### src/fcm_pkg.sv
// Constants, field layouts and types for the clock source mode controller.
package fcm_pkg;

   // ****************************************************************
   // Timing
   // ****************************************************************
   localparam int unsigned CLK_PERIOD_NS = 4;
   // Nominal untrimmed period of the internal reference oscillator.
   localparam int unsigned IREF_BASE_NS  = 30720;
   localparam int unsigned IREF_BASE_CYC = IREF_BASE_NS / CLK_PERIOD_NS;
   localparam int unsigned IREF_W        = 14;
   localparam int unsigned MEAS_W        = 24;
   localparam int unsigned FLL_SHIFT     = 9;     // Loop gain of 512.
   localparam logic [1:0]  SWITCH_TICKS  = 2'h3;
   localparam logic [1:0]  RELOCK_TICKS  = 2'h3;
   localparam logic [2:0]  FFE_REFERENCE_DIVIDER_BASE = 3'h2;

   // ****************************************************************
   // Register map and fields
   // ****************************************************************
   localparam logic [2:0] ADDR_CTRL1 = 3'h0;
   localparam logic [2:0] ADDR_CTRL2 = 3'h1;
   localparam logic [2:0] ADDR_TRIM  = 3'h2;
   localparam logic [2:0] ADDR_STAT  = 3'h3;

   localparam int unsigned C1_CS_LSB    = 6;
   localparam int unsigned C1_REFERENCE_DIVIDER_LSB  = 3;
   localparam int unsigned C1_INTERNAL_REF_SELECT     = 2;
   localparam int unsigned C1_INTERNAL_REF_OUT_ENABLE   = 1;
   localparam int unsigned C1_IRSTEN    = 0;
   localparam int unsigned C2_BUS_DIVIDER_LSB  = 6;
   localparam int unsigned C2_LP        = 3;
   localparam int unsigned C2_EXTERNAL_REF_OUT_ENABLE   = 1;
   localparam int unsigned C2_ERSTEN    = 0;
   localparam int unsigned ST_LOCK      = 4;
   localparam int unsigned ST_MODE_LSB  = 2;
   localparam int unsigned ST_EXTRDY    = 1;
   localparam int unsigned ST_FINE_PERIOD_BIT     = 0;

   localparam logic [1:0] CS_RST    = 2'h0;
   localparam logic [2:0] REFERENCE_DIVIDER_RST  = 3'h0;
   localparam logic       INTERNAL_REF_SELECT_RST = 1'b1;
   localparam logic [1:0] BUS_DIVIDER_RST  = 2'h1;
   localparam logic [7:0] TRIM_POR  = 8'h80;
   localparam logic       FINE_PERIOD_BIT_POR = 1'b0;

   // ****************************************************************
   // Types
   // ****************************************************************
   typedef enum logic [1:0] {
      FCM_SRC_LOOP = 2'h0,
      FCM_SRC_INT  = 2'h1,
      FCM_SRC_EXT  = 2'h2,
      FCM_SRC_RSVD = 2'h3
   } fcm_src_t;

   typedef struct packed {
      logic [2:0] addr;
      logic [7:0] wdata;
      logic       wr;
      logic       rd;
   } fcm_bus_req_t;

   typedef struct packed {
      logic main_clk;
      logic link_clk;
      logic iref_clk;
      logic eref_clk;
      logic ff_clk;
      logic ffe;
   } fcm_clk_out_t;

   typedef struct packed {
      fcm_src_t          cs;
      logic [2:0]        reference_divider;
      logic              internal_ref_select;
      logic              internal_ref_out_enable;
      logic              internal_ref_stop_enable;
      logic [1:0]        bus_divider;
      logic              lp;
      logic              external_ref_out_enable;
      logic              external_ref_stop_enable;
      logic [7:0]        trim;
      logic              fine_period_bit;
      logic [7:0]        rdata;
      logic [IREF_W-1:0] iref_cnt;
      logic              iref_tick;
      logic [6:0]        reference_divider_cnt;
      logic              ff_tick;
      logic              internal_ref_select_seen;
      logic [1:0]        lock_cnt;
      logic              locked;
      logic [MEAS_W-1:0] meas_cnt;
      logic [MEAS_W-1:0] ref_period;
      logic [MEAS_W-1:0] fll_cnt;
      logic              fll_tick;
      fcm_src_t          cur_src;
      fcm_src_t          pend_src;
      logic [1:0]        sw_cnt;
      logic [2:0]        bus_cnt;
      fcm_clk_out_t      outs;
   } fcm_state_t;

endpackage
### src/fcm_clock_mode.sv
// Clock source mode controller: loop, reference dividers and clock gating.
module fcm_clock_mode
   import fcm_pkg::*;
#(
   parameter int unsigned IREF_BASE = IREF_BASE_CYC
) (
   input  wire logic         clk,               // System clock, 250 MHz.
   input  wire logic         srst,              // Reset, trim kept.
   input  wire logic         por,               // Power-on reset, all.
   input  wire fcm_bus_req_t bus_req,           // Register access.
   output      logic [7:0]   rdata,             // Read data, next cycle.
   input  wire logic         ext_ref_tick,      // External reference edge.
   input  wire logic         ext_ref_ready,     // External source usable.
   input  wire logic         debug_mode_active, // Debug session running.
   input  wire logic         stop_mode,         // Processor in stop.
   output      fcm_clk_out_t clk_out            // Clock enables and flag.
);

   // ****************************************************************
   // State and combinational helpers
   // ****************************************************************
   fcm_state_t        st_ff;
   fcm_state_t        nxt_st;
   logic [IREF_W-1:0] iref_period;
   logic              iref_run;
   logic              ext_tick;
   logic              ref_tick;
   logic [6:0]        reference_divider_mask;
   logic              loop_off;
   logic              loop_run;
   logic [MEAS_W-1:0] fll_div;
   logic              want_avail;
   logic              want_tick;
   logic              src_tick;
   logic [2:0]        bus_mask;
   logic [2:0]        ffe_limit;
   logic              ffe_bypass;

   assign rdata   = st_ff.rdata;
   assign clk_out = st_ff.outs;

   always_comb begin
      nxt_st             = st_ff;
      nxt_st.rdata       = 8'h00;
      nxt_st.iref_tick   = 1'b0;
      nxt_st.ff_tick     = 1'b0;
      nxt_st.fll_tick    = 1'b0;

      // ****************************************************************
      // Register writes and reads
      // ****************************************************************
      if (bus_req.wr) begin
         unique case (bus_req.addr)
            ADDR_CTRL1: begin
               nxt_st.cs       = fcm_src_t'(bus_req.wdata[C1_CS_LSB +: 2]);
               nxt_st.reference_divider     = bus_req.wdata[C1_REFERENCE_DIVIDER_LSB +: 3];
               nxt_st.internal_ref_select    = bus_req.wdata[C1_INTERNAL_REF_SELECT];
               nxt_st.internal_ref_out_enable  = bus_req.wdata[C1_INTERNAL_REF_OUT_ENABLE];
               nxt_st.internal_ref_stop_enable = bus_req.wdata[C1_IRSTEN];
            end
            ADDR_CTRL2: begin
               nxt_st.bus_divider     = bus_req.wdata[C2_BUS_DIVIDER_LSB +: 2];
               nxt_st.lp       = bus_req.wdata[C2_LP];
               nxt_st.external_ref_out_enable  = bus_req.wdata[C2_EXTERNAL_REF_OUT_ENABLE];
               nxt_st.external_ref_stop_enable = bus_req.wdata[C2_ERSTEN];
            end
            ADDR_TRIM: nxt_st.trim  = bus_req.wdata;
            ADDR_STAT: nxt_st.fine_period_bit = bus_req.wdata[ST_FINE_PERIOD_BIT];
            default: ;
         endcase
      end
      if (bus_req.rd) begin
         unique case (bus_req.addr)
            ADDR_CTRL1: nxt_st.rdata = {st_ff.cs, st_ff.reference_divider, st_ff.internal_ref_select,
                                        st_ff.internal_ref_out_enable, st_ff.internal_ref_stop_enable};
            ADDR_CTRL2: nxt_st.rdata = {st_ff.bus_divider, 2'h0, st_ff.lp, 1'b0,
                                        st_ff.external_ref_out_enable, st_ff.external_ref_stop_enable};
            ADDR_TRIM:  nxt_st.rdata = st_ff.trim;
            // Mode status reflects the source in use, not the one written.
            ADDR_STAT:  nxt_st.rdata = {3'h0, st_ff.locked, st_ff.cur_src,
                                        ext_ref_ready, st_ff.fine_period_bit};
            default:    nxt_st.rdata = 8'h00;
         endcase
      end

      // ****************************************************************
      // Internal reference oscillator
      // ****************************************************************
      // Trim and fine bit form one 9-bit period extension.
      iref_period = IREF_W'(IREF_BASE)
                  + IREF_W'({st_ff.trim, st_ff.fine_period_bit});
      // In stop the oscillator sleeps unless both enables are set; outside stop it sleeps while nothing selects, enables or uses it.
      iref_run = stop_mode ? (st_ff.internal_ref_out_enable & st_ff.internal_ref_stop_enable)
               : (st_ff.internal_ref_select | st_ff.internal_ref_out_enable
                  | (st_ff.cs == FCM_SRC_INT)
                  | (st_ff.cur_src == FCM_SRC_INT));
      if (!iref_run) begin
         nxt_st.iref_cnt = '0;
      end else if (st_ff.iref_cnt >= iref_period - IREF_W'(1)) begin
         nxt_st.iref_cnt  = '0;
         nxt_st.iref_tick = 1'b1;
      end else begin
         nxt_st.iref_cnt = st_ff.iref_cnt + IREF_W'(1);
      end

      // ****************************************************************
      // Reference divider and fixed-frequency clock
      // ****************************************************************
      ext_tick  = ext_ref_tick & ext_ref_ready;
      // With internal select the external edges never reach the loop.
      ref_tick  = st_ff.internal_ref_select ? st_ff.iref_tick : ext_tick;
      reference_divider_mask = 7'h7f >> (3'h7 - st_ff.reference_divider);
      if (ref_tick && !stop_mode) begin
         if (st_ff.reference_divider_cnt >= reference_divider_mask) begin
            nxt_st.reference_divider_cnt = '0;
            nxt_st.ff_tick  = 1'b1;
         end else begin
            nxt_st.reference_divider_cnt = st_ff.reference_divider_cnt + 7'h01;
         end
      end

      // ****************************************************************
      // Frequency-locked loop
      // ****************************************************************
      // Debug keeps the loop alive outside stop so the link clock stays usable.
      loop_off = (st_ff.cs != FCM_SRC_LOOP) & st_ff.lp
               & ~debug_mode_active;
      loop_run = ~loop_off & ~stop_mode;
      nxt_st.internal_ref_select_seen = st_ff.internal_ref_select;
      if (!loop_run || (st_ff.internal_ref_select != st_ff.internal_ref_select_seen)) begin
         nxt_st.locked   = 1'b0;
         nxt_st.lock_cnt = 2'h0;
         nxt_st.meas_cnt = '0;
      end else if (st_ff.ff_tick) begin
         nxt_st.ref_period = st_ff.meas_cnt + MEAS_W'(1);
         nxt_st.meas_cnt   = '0;
         if (!st_ff.locked) begin
            if (st_ff.lock_cnt == RELOCK_TICKS - 2'h1) begin
               nxt_st.locked = 1'b1;
            end else begin
               nxt_st.lock_cnt = st_ff.lock_cnt + 2'h1;
            end
         end
      end else if (st_ff.meas_cnt != '1) begin
         nxt_st.meas_cnt = st_ff.meas_cnt + MEAS_W'(1);
      end
      // Output period is the measured reference period over 512.
      fll_div = st_ff.ref_period >> FLL_SHIFT;
      if (fll_div == '0) begin
         fll_div = MEAS_W'(1);
      end
      if (loop_run && st_ff.locked) begin
         if (st_ff.fll_cnt >= fll_div - MEAS_W'(1)) begin
            nxt_st.fll_cnt  = '0;
            nxt_st.fll_tick = 1'b1;
         end else begin
            nxt_st.fll_cnt = st_ff.fll_cnt + MEAS_W'(1);
         end
      end else begin
         nxt_st.fll_cnt = '0;
      end

      // ****************************************************************
      // Source switching
      // ****************************************************************
      unique case (st_ff.cs)
         FCM_SRC_LOOP: begin
            want_avail = st_ff.locked;
            want_tick  = st_ff.fll_tick;
         end
         FCM_SRC_INT: begin
            want_avail = 1'b1;
            want_tick  = st_ff.iref_tick;
         end
         FCM_SRC_EXT: begin
            want_avail = ext_ref_ready;
            want_tick  = ext_tick;
         end
         default: begin
            want_avail = 1'b0;
            want_tick  = 1'b0;
         end
      endcase
      if (st_ff.cs != st_ff.pend_src) begin
         nxt_st.pend_src = st_ff.cs;
         nxt_st.sw_cnt   = 2'h0;
      end else if (st_ff.cs == st_ff.cur_src || !want_avail) begin
         // A source that is not running leaves the old one selected.
         nxt_st.sw_cnt = 2'h0;
      end else if (want_tick) begin
         if (st_ff.sw_cnt == SWITCH_TICKS - 2'h1) begin
            nxt_st.cur_src = st_ff.cs;
            nxt_st.sw_cnt  = 2'h0;
         end else begin
            nxt_st.sw_cnt = st_ff.sw_cnt + 2'h1;
         end
      end

      // ****************************************************************
      // Bus divider and clock outputs
      // ****************************************************************
      unique case (st_ff.cur_src)
         FCM_SRC_LOOP: src_tick = st_ff.fll_tick;
         FCM_SRC_INT:  src_tick = st_ff.iref_tick;
         FCM_SRC_EXT:  src_tick = ext_tick;
         default:      src_tick = 1'b0;
      endcase
      // The mask follows the live divider field, so a change acts at once.
      bus_mask = 3'h7 >> (2'h3 - st_ff.bus_divider);
      if (src_tick && !stop_mode) begin
         nxt_st.bus_cnt = st_ff.bus_cnt + 3'h1;
      end
      nxt_st.outs.main_clk = src_tick & ~stop_mode
                           & ((st_ff.bus_cnt & bus_mask) == bus_mask);
      nxt_st.outs.link_clk = st_ff.fll_tick & loop_run;
      nxt_st.outs.iref_clk = st_ff.iref_tick & st_ff.internal_ref_out_enable
                           & (~stop_mode | st_ff.internal_ref_stop_enable);
      nxt_st.outs.eref_clk = ext_tick & st_ff.external_ref_out_enable
                           & (~stop_mode | st_ff.external_ref_stop_enable);
      nxt_st.outs.ff_clk   = st_ff.ff_tick & ~stop_mode;
      ffe_limit  = FFE_REFERENCE_DIVIDER_BASE + {1'b0, st_ff.bus_divider};
      ffe_bypass = (st_ff.reference_divider >= ffe_limit);
      nxt_st.outs.ffe = (st_ff.cur_src == FCM_SRC_LOOP)
                      | ffe_bypass;

      // ****************************************************************
      // Reset
      // ****************************************************************
      if (srst || por) begin
         nxt_st          = '0;
         nxt_st.cs       = fcm_src_t'(CS_RST);
         nxt_st.pend_src = fcm_src_t'(CS_RST);
         nxt_st.cur_src  = fcm_src_t'(CS_RST);
         nxt_st.reference_divider     = REFERENCE_DIVIDER_RST;
         nxt_st.internal_ref_select    = INTERNAL_REF_SELECT_RST;
         nxt_st.internal_ref_select_seen = INTERNAL_REF_SELECT_RST;
         nxt_st.bus_divider     = BUS_DIVIDER_RST;
         nxt_st.outs.ffe = 1'b1;
         // Trim only returns to its default on power-up.
         nxt_st.trim     = por ? TRIM_POR : st_ff.trim;
         nxt_st.fine_period_bit    = por ? FINE_PERIOD_BIT_POR : st_ff.fine_period_bit;
      end
   end

   always_ff @(posedge clk) begin
      st_ff <= nxt_st;
   end
endmodule

### config.mk
export PLATFORM = sky130hd
export DESIGN_NAME = fcm_clock_mode
export DESIGN_NICKNAME = d
export VERILOG_FILES = /design/src/fcm_pkg.sv /design/src/fcm_clock_mode.sv
export SDC_FILE = /design/constraint.sdc
export NUM_CORES = 1
export LEC_CHECK = 0
export ABC_AREA = 1
export BUFFER_PORTS_ARGS = -buffer_cell sky130_fd_sc_hd__buf_2
export CORE_AREA = 4 4 120 122
export DETAILED_ROUTE_END_ITERATION = 10
export DIE_AREA = 0 0 124 126
export PLACE_DENSITY = 0.76
export SLEW_MARGIN = 20
export SYNTH_ARGS = -nofsm -noshare
export SYNTH_HDL_FRONTEND = slang
export SYNTH_SLANG_ARGS = --single-unit
### constraint.sdc
create_clock -name clk -period 3.6 [get_ports clk]
set_input_delay 0.54 -clock clk [delete_from_list [all_inputs] [get_ports clk]]
set_output_delay 0.54 -clock clk [all_outputs]
set_load 0.1 [all_outputs]
==> results of run 1 <==
## cell type report
class / count / share of cell area, %
Clock buffer: 21 / 5.25
Clock inverter: 11 / 1.41
Inverter: 159 / 6.81
Multi-Input combinational cell: 799 / 49.4
Sequential cell: 136 / 32.1
Tap cell: 176 / 2.51
Timing Repair Buffer: 40 / 2.48
## metrics by stage
stage | utilization [%] | setup WS [ns] | instances | total power, W | instance area [um^2]
after floorplan | - | 0.687 | 1117 | 0.00167 | 7840
after global placement | 61.2 | 0.212 | 1303 | 0.00171 | 8070
after detailed placement | 61.2 | 0.0820 | 1303 | 0.00171 | 8070
after CTS | 65.6 | 0.0452 | 1335 | 0.00342 | 8650
after global routing | 66.4 | 0.0143 | 1342 | 0.00350 | 8760
final | 66.4 | 0.300 | 1342 | 0.00339 | 8760
## worst max-delay path, cell delays in order, from the launching register on
cell     delay [ns]
dfxtp_1        0.40
nor2_1         0.06
and2_1         0.18
nand3_2        0.11
nand2_1        0.08
inv_1          0.10
ha_1           0.19
nand2_1        0.12
nor2_2         0.15
nand2_1        0.13
nor3_4         0.26
xor2_1         0.16
inv_1          0.05
ha_1           0.26
nand2_1        0.08
a21oi_1        0.04
nor2_1         0.09
nand2_1        0.10
a21oi_4        0.25
buf_4          0.17
nand3_4        0.11
nor2_1         0.14
## per-layer routing
metal	share of wire (%)	vias to the layer above	global-route usage, %	wire, um
li1	-	3607	-	-
met5	0	-	0	0
met1	47	3147	31.7	8010
met4	2.3	0	8.96	397
met2	45	187	34.9	7770
met3	5.5	39	4.62	949
## flip-flops by register name (all words and copies together), names as in the netlist
name     cells
st_ff      122
rdata        8
clk_out      6
## cells in the final DEF (no fill, tap or decap), drive strengths merged, types with 3 or more instances in the layout
cell type / instances
nand2: 241
o21ai: 41
nand4: 18
clkinvlp: 3
a21oi: 45
clkinv: 6
a21boi: 4
edfxtp: 9
xor2: 38
inv: 159
nor3: 19
dfxtp: 127
xnor2: 21
a21o: 3
nand3b: 5
buf: 40
conb: 5
ha: 52
o21bai: 4
o211ai: 3
clkbuf: 21
o22ai: 5
nor2: 201
or2: 6
nand3: 77
## kinds of logic after synthesis
kind of cell	after synthesis
flops	136
buf+inv	185
simple gates	567
xor+xnor	59
other cells	1
compound gates	113
fa+ha+maj	52
## worst paths after layout
path / startpoint / endpoint / slack (ns)
worst max register to register: st_ff[59] / st_ff[22] / 0.30
worst max-delay path: st_ff[59] / st_ff[22] / 0.30
worst min register to register: st_ff[16] / st_ff[16] / 0.45
worst min-delay path: stop_mode / clk_out[2] / 0.36
## where the power goes
group | internal (W) | switching, W | total (W)
sequential | 0.00153 | 0.00000945 | 0.00154
clock | 0.00105 | 0.000659 | 0.00171
combinational | 0.0000446 | 0.0000928 | 0.000137
total | 0.00263 | 0.000761 | 0.00339
## what timing repair did
action,in CTS,in global routing
setup buffers,0,4
endpoints found under the setup margin,0,24
resized for setup,0,9
hold endpoints to repair,0,0
==> results.yml, run 1 <==
sta:
  rsz0062_at_grt: "false"
  worst_pin_slew_ns: 0.802
  period_minus_slack_ns: 3.30
  finalSetupViolCount: 0
  skew_ns: 0.00667
  final-hold-violation-count: 0
  post-route-period-util_pct: 91.7
  timing.final.max_slew_violations: 0
  hold_ws_ns: 0.365
  timing.fmax_ghz: 0.303
  slew_headroom_pct: 46.2
  fin_setup_tns_ns: 0
placed_design:
  gp_congestion: 0.978
  hpwlAfterDp_um: 12800
  io_buffers: 33
synthesis:
  syn_area_um2: 7830
  synth_compound_area_share_pct: 8.07
  ys_ff_latch: 136
  synth_edf_count: 9
  ys_top_cells_by_count: "nand2_1, nor2_1, inv_1, dfxtp_1, nand3_1"
  synthArstFlopShare_pct: 0
  synth_area_leader_cell: "dfxtp_1"
  synth_adder_area_share_pct: 8.31
  synth.distinct_cells: 42
  synthSimpleGateAreaFrac_pct: 31.1
  yosys.area.top_type_share_pct: 32.5
  ys_warn_count: 0
  synthMuxAreaShare_pct: 0
  syn_inst: 1113
  ys_top_cells_by_area: "dfxtp_1, nand2_1, nor2_1"
  synth_ff_type: "dfxtp_1"
  avgSynthCellArea_um2: 7.03
  yosysMostFrequentCell: "nand2_1"
  yosysSeqAreaShare_pct: 35.9
  synth_top_family_by_area: "simple AND/OR/NAND/NOR gates"
  yosys.area_share.xor_xnor_pct: 6.60
final_layout:
  n_antenna_cell: 0
  fill_cells: 1135
  seqCellArea_um2: 2810
  layout-drive-gt1-share_pct: 9.18
  final_nets: 1225
  multiInputGateArea_um2: 4330
  synthToLayoutAreaGrowth_pct: 12.0
grt:
  overflow: 0
  grt_pass1_wl_um: 28800
  gr-usage-all-layers_pct: 22.9
  grt_max_degree: 25
  antenna_found_initial: 0
  grt_pass1_vias: 6323
die:
  row_count: 42
  ios: 34
  die_area_um2: 15600
  core_area_um2: 13200
  die_x_um: 124
  die_h_um: 126
  start_util_pct: 59.3
routing:
  drcViolationCount: 0
  drt_pass1_iterations: 6
  ant_nets: 0
  vias: 6980
  avgViaCountPerCell: 5.20
  routed_wl_um: 17100
  dr.first_iter.drc_count: 472
  wl_per_cell_um: 12.8
worst_setup_path:
  path_class: "reg -> reg"
  end_kind: "flop"
  cp_max_fo: 6
  required_ns: 3.95
  start_kind: "flop"
  critPathArrivalTime_ns: 3.65
  r2r_cells: 21
clocking:
  cts_inserted_buffers: 17
  clk_pin_slew_ns: 0.06
  clkLatencyLatePin_ns: 0.43
  htreeDepth: 4
  cts_max_path_buffers: 2
  cts.sinks: 136
  hold_buffers: 0
  cts_tree: "built"
  root_buffer: "clkbuf_16"
pwr:
  p_per_area_nw_per_um2: 387
  p_leak_nw: 3.83
  vdd_drop_max_mv: 0.422
status:
  status: "finished clean"
min_path:
  holdCritPathClass: "in -> reg"
  hold_depth: 2
job:
  cap_violations: 0
(Power assumes the default switching activity.)
==> run 2: changes to the inputs <==
==> constraint.sdc (replaced) <==
create_clock -name clk -period 3.6 [get_ports clk]
set_input_delay 0.72 -clock clk [delete_from_list [all_inputs] [get_ports clk]]
set_output_delay 0.72 -clock clk [all_outputs]
set_load 0.1 [all_outputs]
==> run 2 against run 1 <==
  * Flip-flop and latch count unchanged
  * Routed wire length up 3.8%
  * Combinational power about the same
  * Clock skew up 0.0016 ns
  * Worst setup slack worse by 0.071 ns
==> results.yml, run 2 (synthesis results as in run 1) <==
status:
  status: "finished clean"
placed_design:
  hpwlAfterDp_um: 13000
  io_buffers: 33
  dp_slack_ns: 0.0745
  place_area_um2: 8080
  gp_congestion: 0.971
grt:
  gr-usage-all-layers_pct: 23.6
  grt_pass1_wl_um: 29900
  overflow: 0
  grt_max_degree: 25
  antenna_found_initial: 0
  grt_pass1_vias: 6582
worst_setup_path:
  end_kind: "flop"
  startpoint: "st_ff[59]"
  r2r-start: "st_ff[59]"
  cp_max_fo: 6
  required_ns: 3.96
  start_kind: "flop"
  critPathArrivalTime_ns: 3.73
  reg2reg_slack_ns: 0.23
  path_class: "reg -> reg"
sta:
  fin_setup_tns_ns: 0
  final-hold-violation-count: 0
  slew_headroom_pct: 44.9
  worst_pin_slew_ns: 0.822
  fin_ws_ns: 0.229
  timing.fmax_ghz: 0.297
  post-route-period-util_pct: 93.6
  period_minus_slack_ns: 3.37
  finalSetupViolCount: 0
  timing.final.max_slew_violations: 0
  skew_ns: 0.00824
routing:
  drt_pass1_iterations: 8
  drcViolationCount: 0
  vias: 7035
  wl_per_cell_um: 13.3
  routed_wl_um: 17800
  dr.first_iter.drc_count: 649
  avgViaCountPerCell: 5.25
  ant_nets: 0
final_layout:
  seqCellArea_um2: 2820
  final_common_cell: "nand2_1"
  final_nets: 1224
  layout-drive-gt1-share_pct: 9.36
  layout_common_cells: "nand2_1, nor2_1, inv_1, dfxtp_1, nand3_1"
  fin_area_um2: 8740
  largest_register: "st_ff"
  multiInputGateArea_um2: 4320
  synthToLayoutAreaGrowth_pct: 11.7
  fill_cells: 1142
  largest_reg_flops: 122
  n_antenna_cell: 0
die:
  die_area_um2: 15600
  die_h_um: 126
  core_area_um2: 13200
  ios: 34
  row_count: 42
  start_util_pct: 59.3
  die_x_um: 124
clocking:
  clkLatencyLatePin_ns: 0.43
  htreeDepth: 4
  clk_pin_slew_ns: 0.06
  root_buffer: "clkbuf_16"
  cts_tree: "built"
  cts.sinks: 136
  cts_inserted_buffers: 17
  cts_max_path_buffers: 2
pwr:
  p_leak_nw: 3.82
  p_per_area_nw_per_um2: 382
  vdd_drop_max_mv: 0.387
min_path:
  worstHoldStart: "st_ff[16]"
  holdCritPathClass: "reg -> reg"
job:
  cap_violations: 0
-- run 2: worst max-delay path, stage by stage (launching register included) --
cell	delay (ns)
dfxtp_1	0.38
nor2_1	0.06
and2_1	0.16
nand3_1	0.13
nand2_1	0.09
inv_1	0.10
ha_1	0.19
nand2_1	0.12
nor2_2	0.18
nand2_1	0.14
nor3_4	0.26
xor2_1	0.16
inv_1	0.05
ha_1	0.26
nand2_1	0.07
a21oi_1	0.05
nor2_1	0.11
nand2_1	0.11
a21oi_4	0.19
buf_12	0.15
nand3_2	0.16
nor2_1	0.15
-- run 2: power by group --
part / leakage, nW / internal [W] / switching (W)
clock: 0.279 / 0.000963 / 0.000696
sequential: 1.11 / 0.00153 / 0.0000101
combinational: 2.43 / 0.0000455 / 0.0000939
-- run 2: area by class of cell --
type / count / share of cell area (%)
multi-input combinational: 799 / 49.4
sequential: 136 / 32.2
inverter: 159 / 6.83
clock buffer: 20 / 5.47
timing repair buffer: 39 / 2.55
tap: 176 / 2.52
clock inverter: 12 / 1.02
-- run 2: layer usage --
layer	vias up	routed length (um)	part of all wire, %	global-route usage, %
li1	3622	-	-	-
met1	3164	8140	46	32.0
met2	210	8270	47	37.6
met3	39	1040	5.9	5.34
met4	0	324	1.8	7.02
met5	-	0	0	0
-- run 2: worst paths after layout --
path | cells past startpoint | endpoint
hold reg to reg | 1 | st_ff[16]
setup reg to reg | 21 | st_ff[22]
hold / removal | 1 | st_ff[16]
setup / recovery | 21 | st_ff[22]
-- run 2: repair_timing --
action	CTS	global route
setup endpoints to repair	0	24
buffers inserted	0	2
hold buffers	0	0
resized for setup	0	9
-- run 2: metrics by stage --
stage | hold WS [ns] | instances | power, W | util, %
after floorplan | 0.417 | 1117 | 0.00167 | -
after global placement | 0.427 | 1304 | 0.00171 | 61.2
after detailed placement | 0.441 | 1304 | 0.00171 | 61.2
after CTS | 0.450 | 1336 | 0.00336 | 65.5
after global routing | 0.482 | 1341 | 0.00345 | 66.3
final | 0.451 | 1341 | 0.00334 | 66.3
==> run 3: changes to the inputs <==
ABC_AREA = 0   (was 1)
CORE_AREA = 4 4 116 118   (was 4 4 120 122)
DIE_AREA = 0 0 120 122   (was 0 0 124 126)
PLACE_DENSITY = 0.77   (was 0.76)
==> run 3 against run 2 <==
  * Die area down 6.3%
  * Combinational power down 9%
  * Power is 2.8% lower
  * Highest routed layer unchanged
  * Largest power group unchanged
  * Register-to-register slack worse by 0.04 ns
  * Critical path depth decreased by 5
  * Final cell count is 23% lower
  * Worst setup slack worse by 0.037 ns
==> results.yml, run 3 <==
job:
  cap_violations: 0
grt:
  antenna_found_initial: 0
  grt.busiest_layer: "met2"
  use_met2_pct: 37.9
  grt_pass1_vias: 5814
  overflow: 0
  use_met1_pct: 28.4
  grt_max_degree: 31
  gr-usage-all-layers_pct: 22.6
  grt_pass1_wl_um: 27000
  grtUsageMet3_pct: 4.36
final_layout:
  fin_area_um2: 8180
  utilization_pct: 65.6
  layout_common_cells: "dfxtp_1, nand2_1, nor2_1, a21oi_1, ha_1"
  final_nets: 925
  final_common_cell: "dfxtp_1"
  layout-drive-gt1-share_pct: 12.4
  synthToLayoutAreaGrowth_pct: 11.5
  n_antenna_cell: 0
  stdcell_count: 1036
  fill_cells: 975
  largest_register: "st_ff"
  largest_reg_flops: 122
routing:
  dr.first_iter.drc_count: 579
  drt_pass1_iterations: 5
  ant_nets: 0
  vias: 6091
  wl_per_cell_um: 15.6
  drcViolationCount: 0
  avgViaCountPerCell: 5.88
  routed_wl_um: 16200
synthesis:
  ys_top_cells_by_area: "dfxtp_1, ha_1, xnor2_1"
  synthArstFlopShare_pct: 0
  synthSimpleGateAreaFrac_pct: 24.2
  synth_adder_area_share_pct: 8.87
  ys_warn_count: 0
  ys_top_cells_by_count: "dfxtp_1, nand2_1, nor2_1, a21oi_1, ha_1"
  synth.distinct_cells: 64
  synthMuxAreaShare_pct: 3.14
  yosysSeqAreaShare_pct: 38.3
  synth_compound_area_share_pct: 11.3
  synth_top_family_by_area: "simple AND/OR/NAND/NOR gates"
  avgSynthCellArea_um2: 8.85
  synth_edf_count: 9
  syn_area_um2: 7330
  synth_ff_type: "dfxtp_1"
  ys_ff_latch: 136
  syn_inst: 829
  yosys.area.top_type_share_pct: 34.7
  yosys.area_share.xor_xnor_pct: 9.79
  synth_area_leader_cell: "dfxtp_1"
  yosysMostFrequentCell: "dfxtp_1"
placed_design:
  place_inst: 1004
  gp_congestion: 0.835
  hpwlAfterDp_um: 11400
  place_area_um2: 7580
  io_buffers: 33
  dp_slack_ns: -0.0471
pwr:
  combPwrFrac_pct: 3.9
  p_per_area_nw_per_um2: 398
  power_frac_seq_pct: 47.7
  swShare_pct: 21.4
  vdd_drop_max_mv: 0.287
  p_leak_nw: 3.02
  switchingPower_w: 0.000696
  p_int_w: 0.00256
  p_clk_share_pct: 48.4
worst_setup_path:
  start_kind: "flop"
  path_class: "reg -> reg"
  end_kind: "flop"
  r2r_cells: 16
  cp_max_fo: 25
  reg2reg_slack_ns: 0.19
  critPathArrivalTime_ns: 3.74
  required_ns: 3.93
sta:
  rsz0062_at_grt: "false"
  finalSetupViolCount: 0
  slew_headroom_pct: 31.0
  skew_ns: 0.0104
  timing.fmax_ghz: 0.293
  timing.final.max_slew_violations: 0
  final-hold-violation-count: 0
  post-route-period-util_pct: 94.7
  worst_pin_slew_ns: 1.03
  period_minus_slack_ns: 3.41
  fin_setup_tns_ns: 0
  fin_ws_ns: 0.192
clocking:
  htreeDepth: 4
  root_buffer: "clkbuf_16"
  cts_tree: "built"
  clkLatencyLatePin_ns: 0.42
  clk_pin_slew_ns: 0.06
  cts_inserted_buffers: 17
  hold_buffers: 0
  cts_max_path_buffers: 2
  cts.sinks: 136
die:
  start_util_pct: 58.8
  row_count: 41
  core_area_um2: 12500
  ios: 34
  die_area_um2: 14600
  die_h_um: 122
  die_x_um: 120
min_path:
  hold_depth: 2
  holdCritPathClass: "reg -> reg"
status:
  status: "finished clean"
-- run 3: repair_timing --
action | 4_1_cts | 5_1_grt
cloned | 0 | 0
endpoints found under the setup margin | 25 | 25
gates resized for setup | 1 | 14
hold endpoints to repair | 0 | 0
pin swaps | 0 | 1
buffers inserted | 0 | 2
-- run 3: worst max-delay path: stages (launching register included) --
cell	delay [ns]
dfxtp_2	0.35
or4_4	0.58
nor3_4	0.15
a21oi_1	0.12
ha_1	0.22
nor3b_4	0.17
nand2_2	0.08
nor3_1	0.05
buf_4	0.15
nand2_1	0.07
xor2_1	0.15
ha_1	0.26
nand2_2	0.10
o21ai_0	0.10
a221o_1	0.36
buf_6	0.18
nor4_1	0.25
-- run 3: final timing paths --
kind,from,to
min,st_ff[8],st_ff[8]
max,st_ff[58],st_ff[16]
max reg2reg,st_ff[58],st_ff[16]
min reg2reg,st_ff[8],st_ff[8]
-- run 3: final cells by class --
class | instances | area [um^2] | area share, %
repair buffers | 45 | 272 | 3.32
flip-flops and latches | 136 | 2820 | 34.5
multi-input cells | 632 | 4270 | 52.2
inverters | 21 | 78.8 | 0.964
clock buffers | 25 | 475 | 5.81
well taps | 172 | 215 | 2.63
clock inverters | 5 | 50.0 | 0.612
-- run 3: metrics by stage --
stage	hold WS (ns)	total power [W]
final	0.487	0.00325
after global routing	0.510	0.00335
after CTS	0.481	0.00327
after detailed placement	0.474	0.00170
after global placement	0.464	0.00170
after floorplan	0.431	0.00166
-- run 3: logic make-up (layout without fill, tap and decap cells) --
kind of cell               Yosys count  count (layout)
and+or+nand+nor                    332             332
AOI/OAI and AO/OA                  142             142
DFF                                136             136
xor gates and xnor gates            82              82
buffers and inverters               65              96
adders and majority gates           52              52
muxes                               19              19
other                                1               5
-- run 3: power groups by stage --
stage,registers [W],clock network (W),logic (W)
3_5_place_dp,0.00158,0,0.000120
5_1_grt,0.00155,0.00166,0.000139
4_1_cts,0.00155,0.00159,0.000122
6_report,0.00155,0.00157,0.000126
3_3_place_gp,0.00158,0,0.000114
2_1_floorplan,0.00158,0,0.0000849
-- run 3: per-layer routing --
layer	up-vias	wire length [um]
li1	2978	-
met1	2885	7050
met2	187	7900
met3	41	801
met4	0	446
met5	-	0
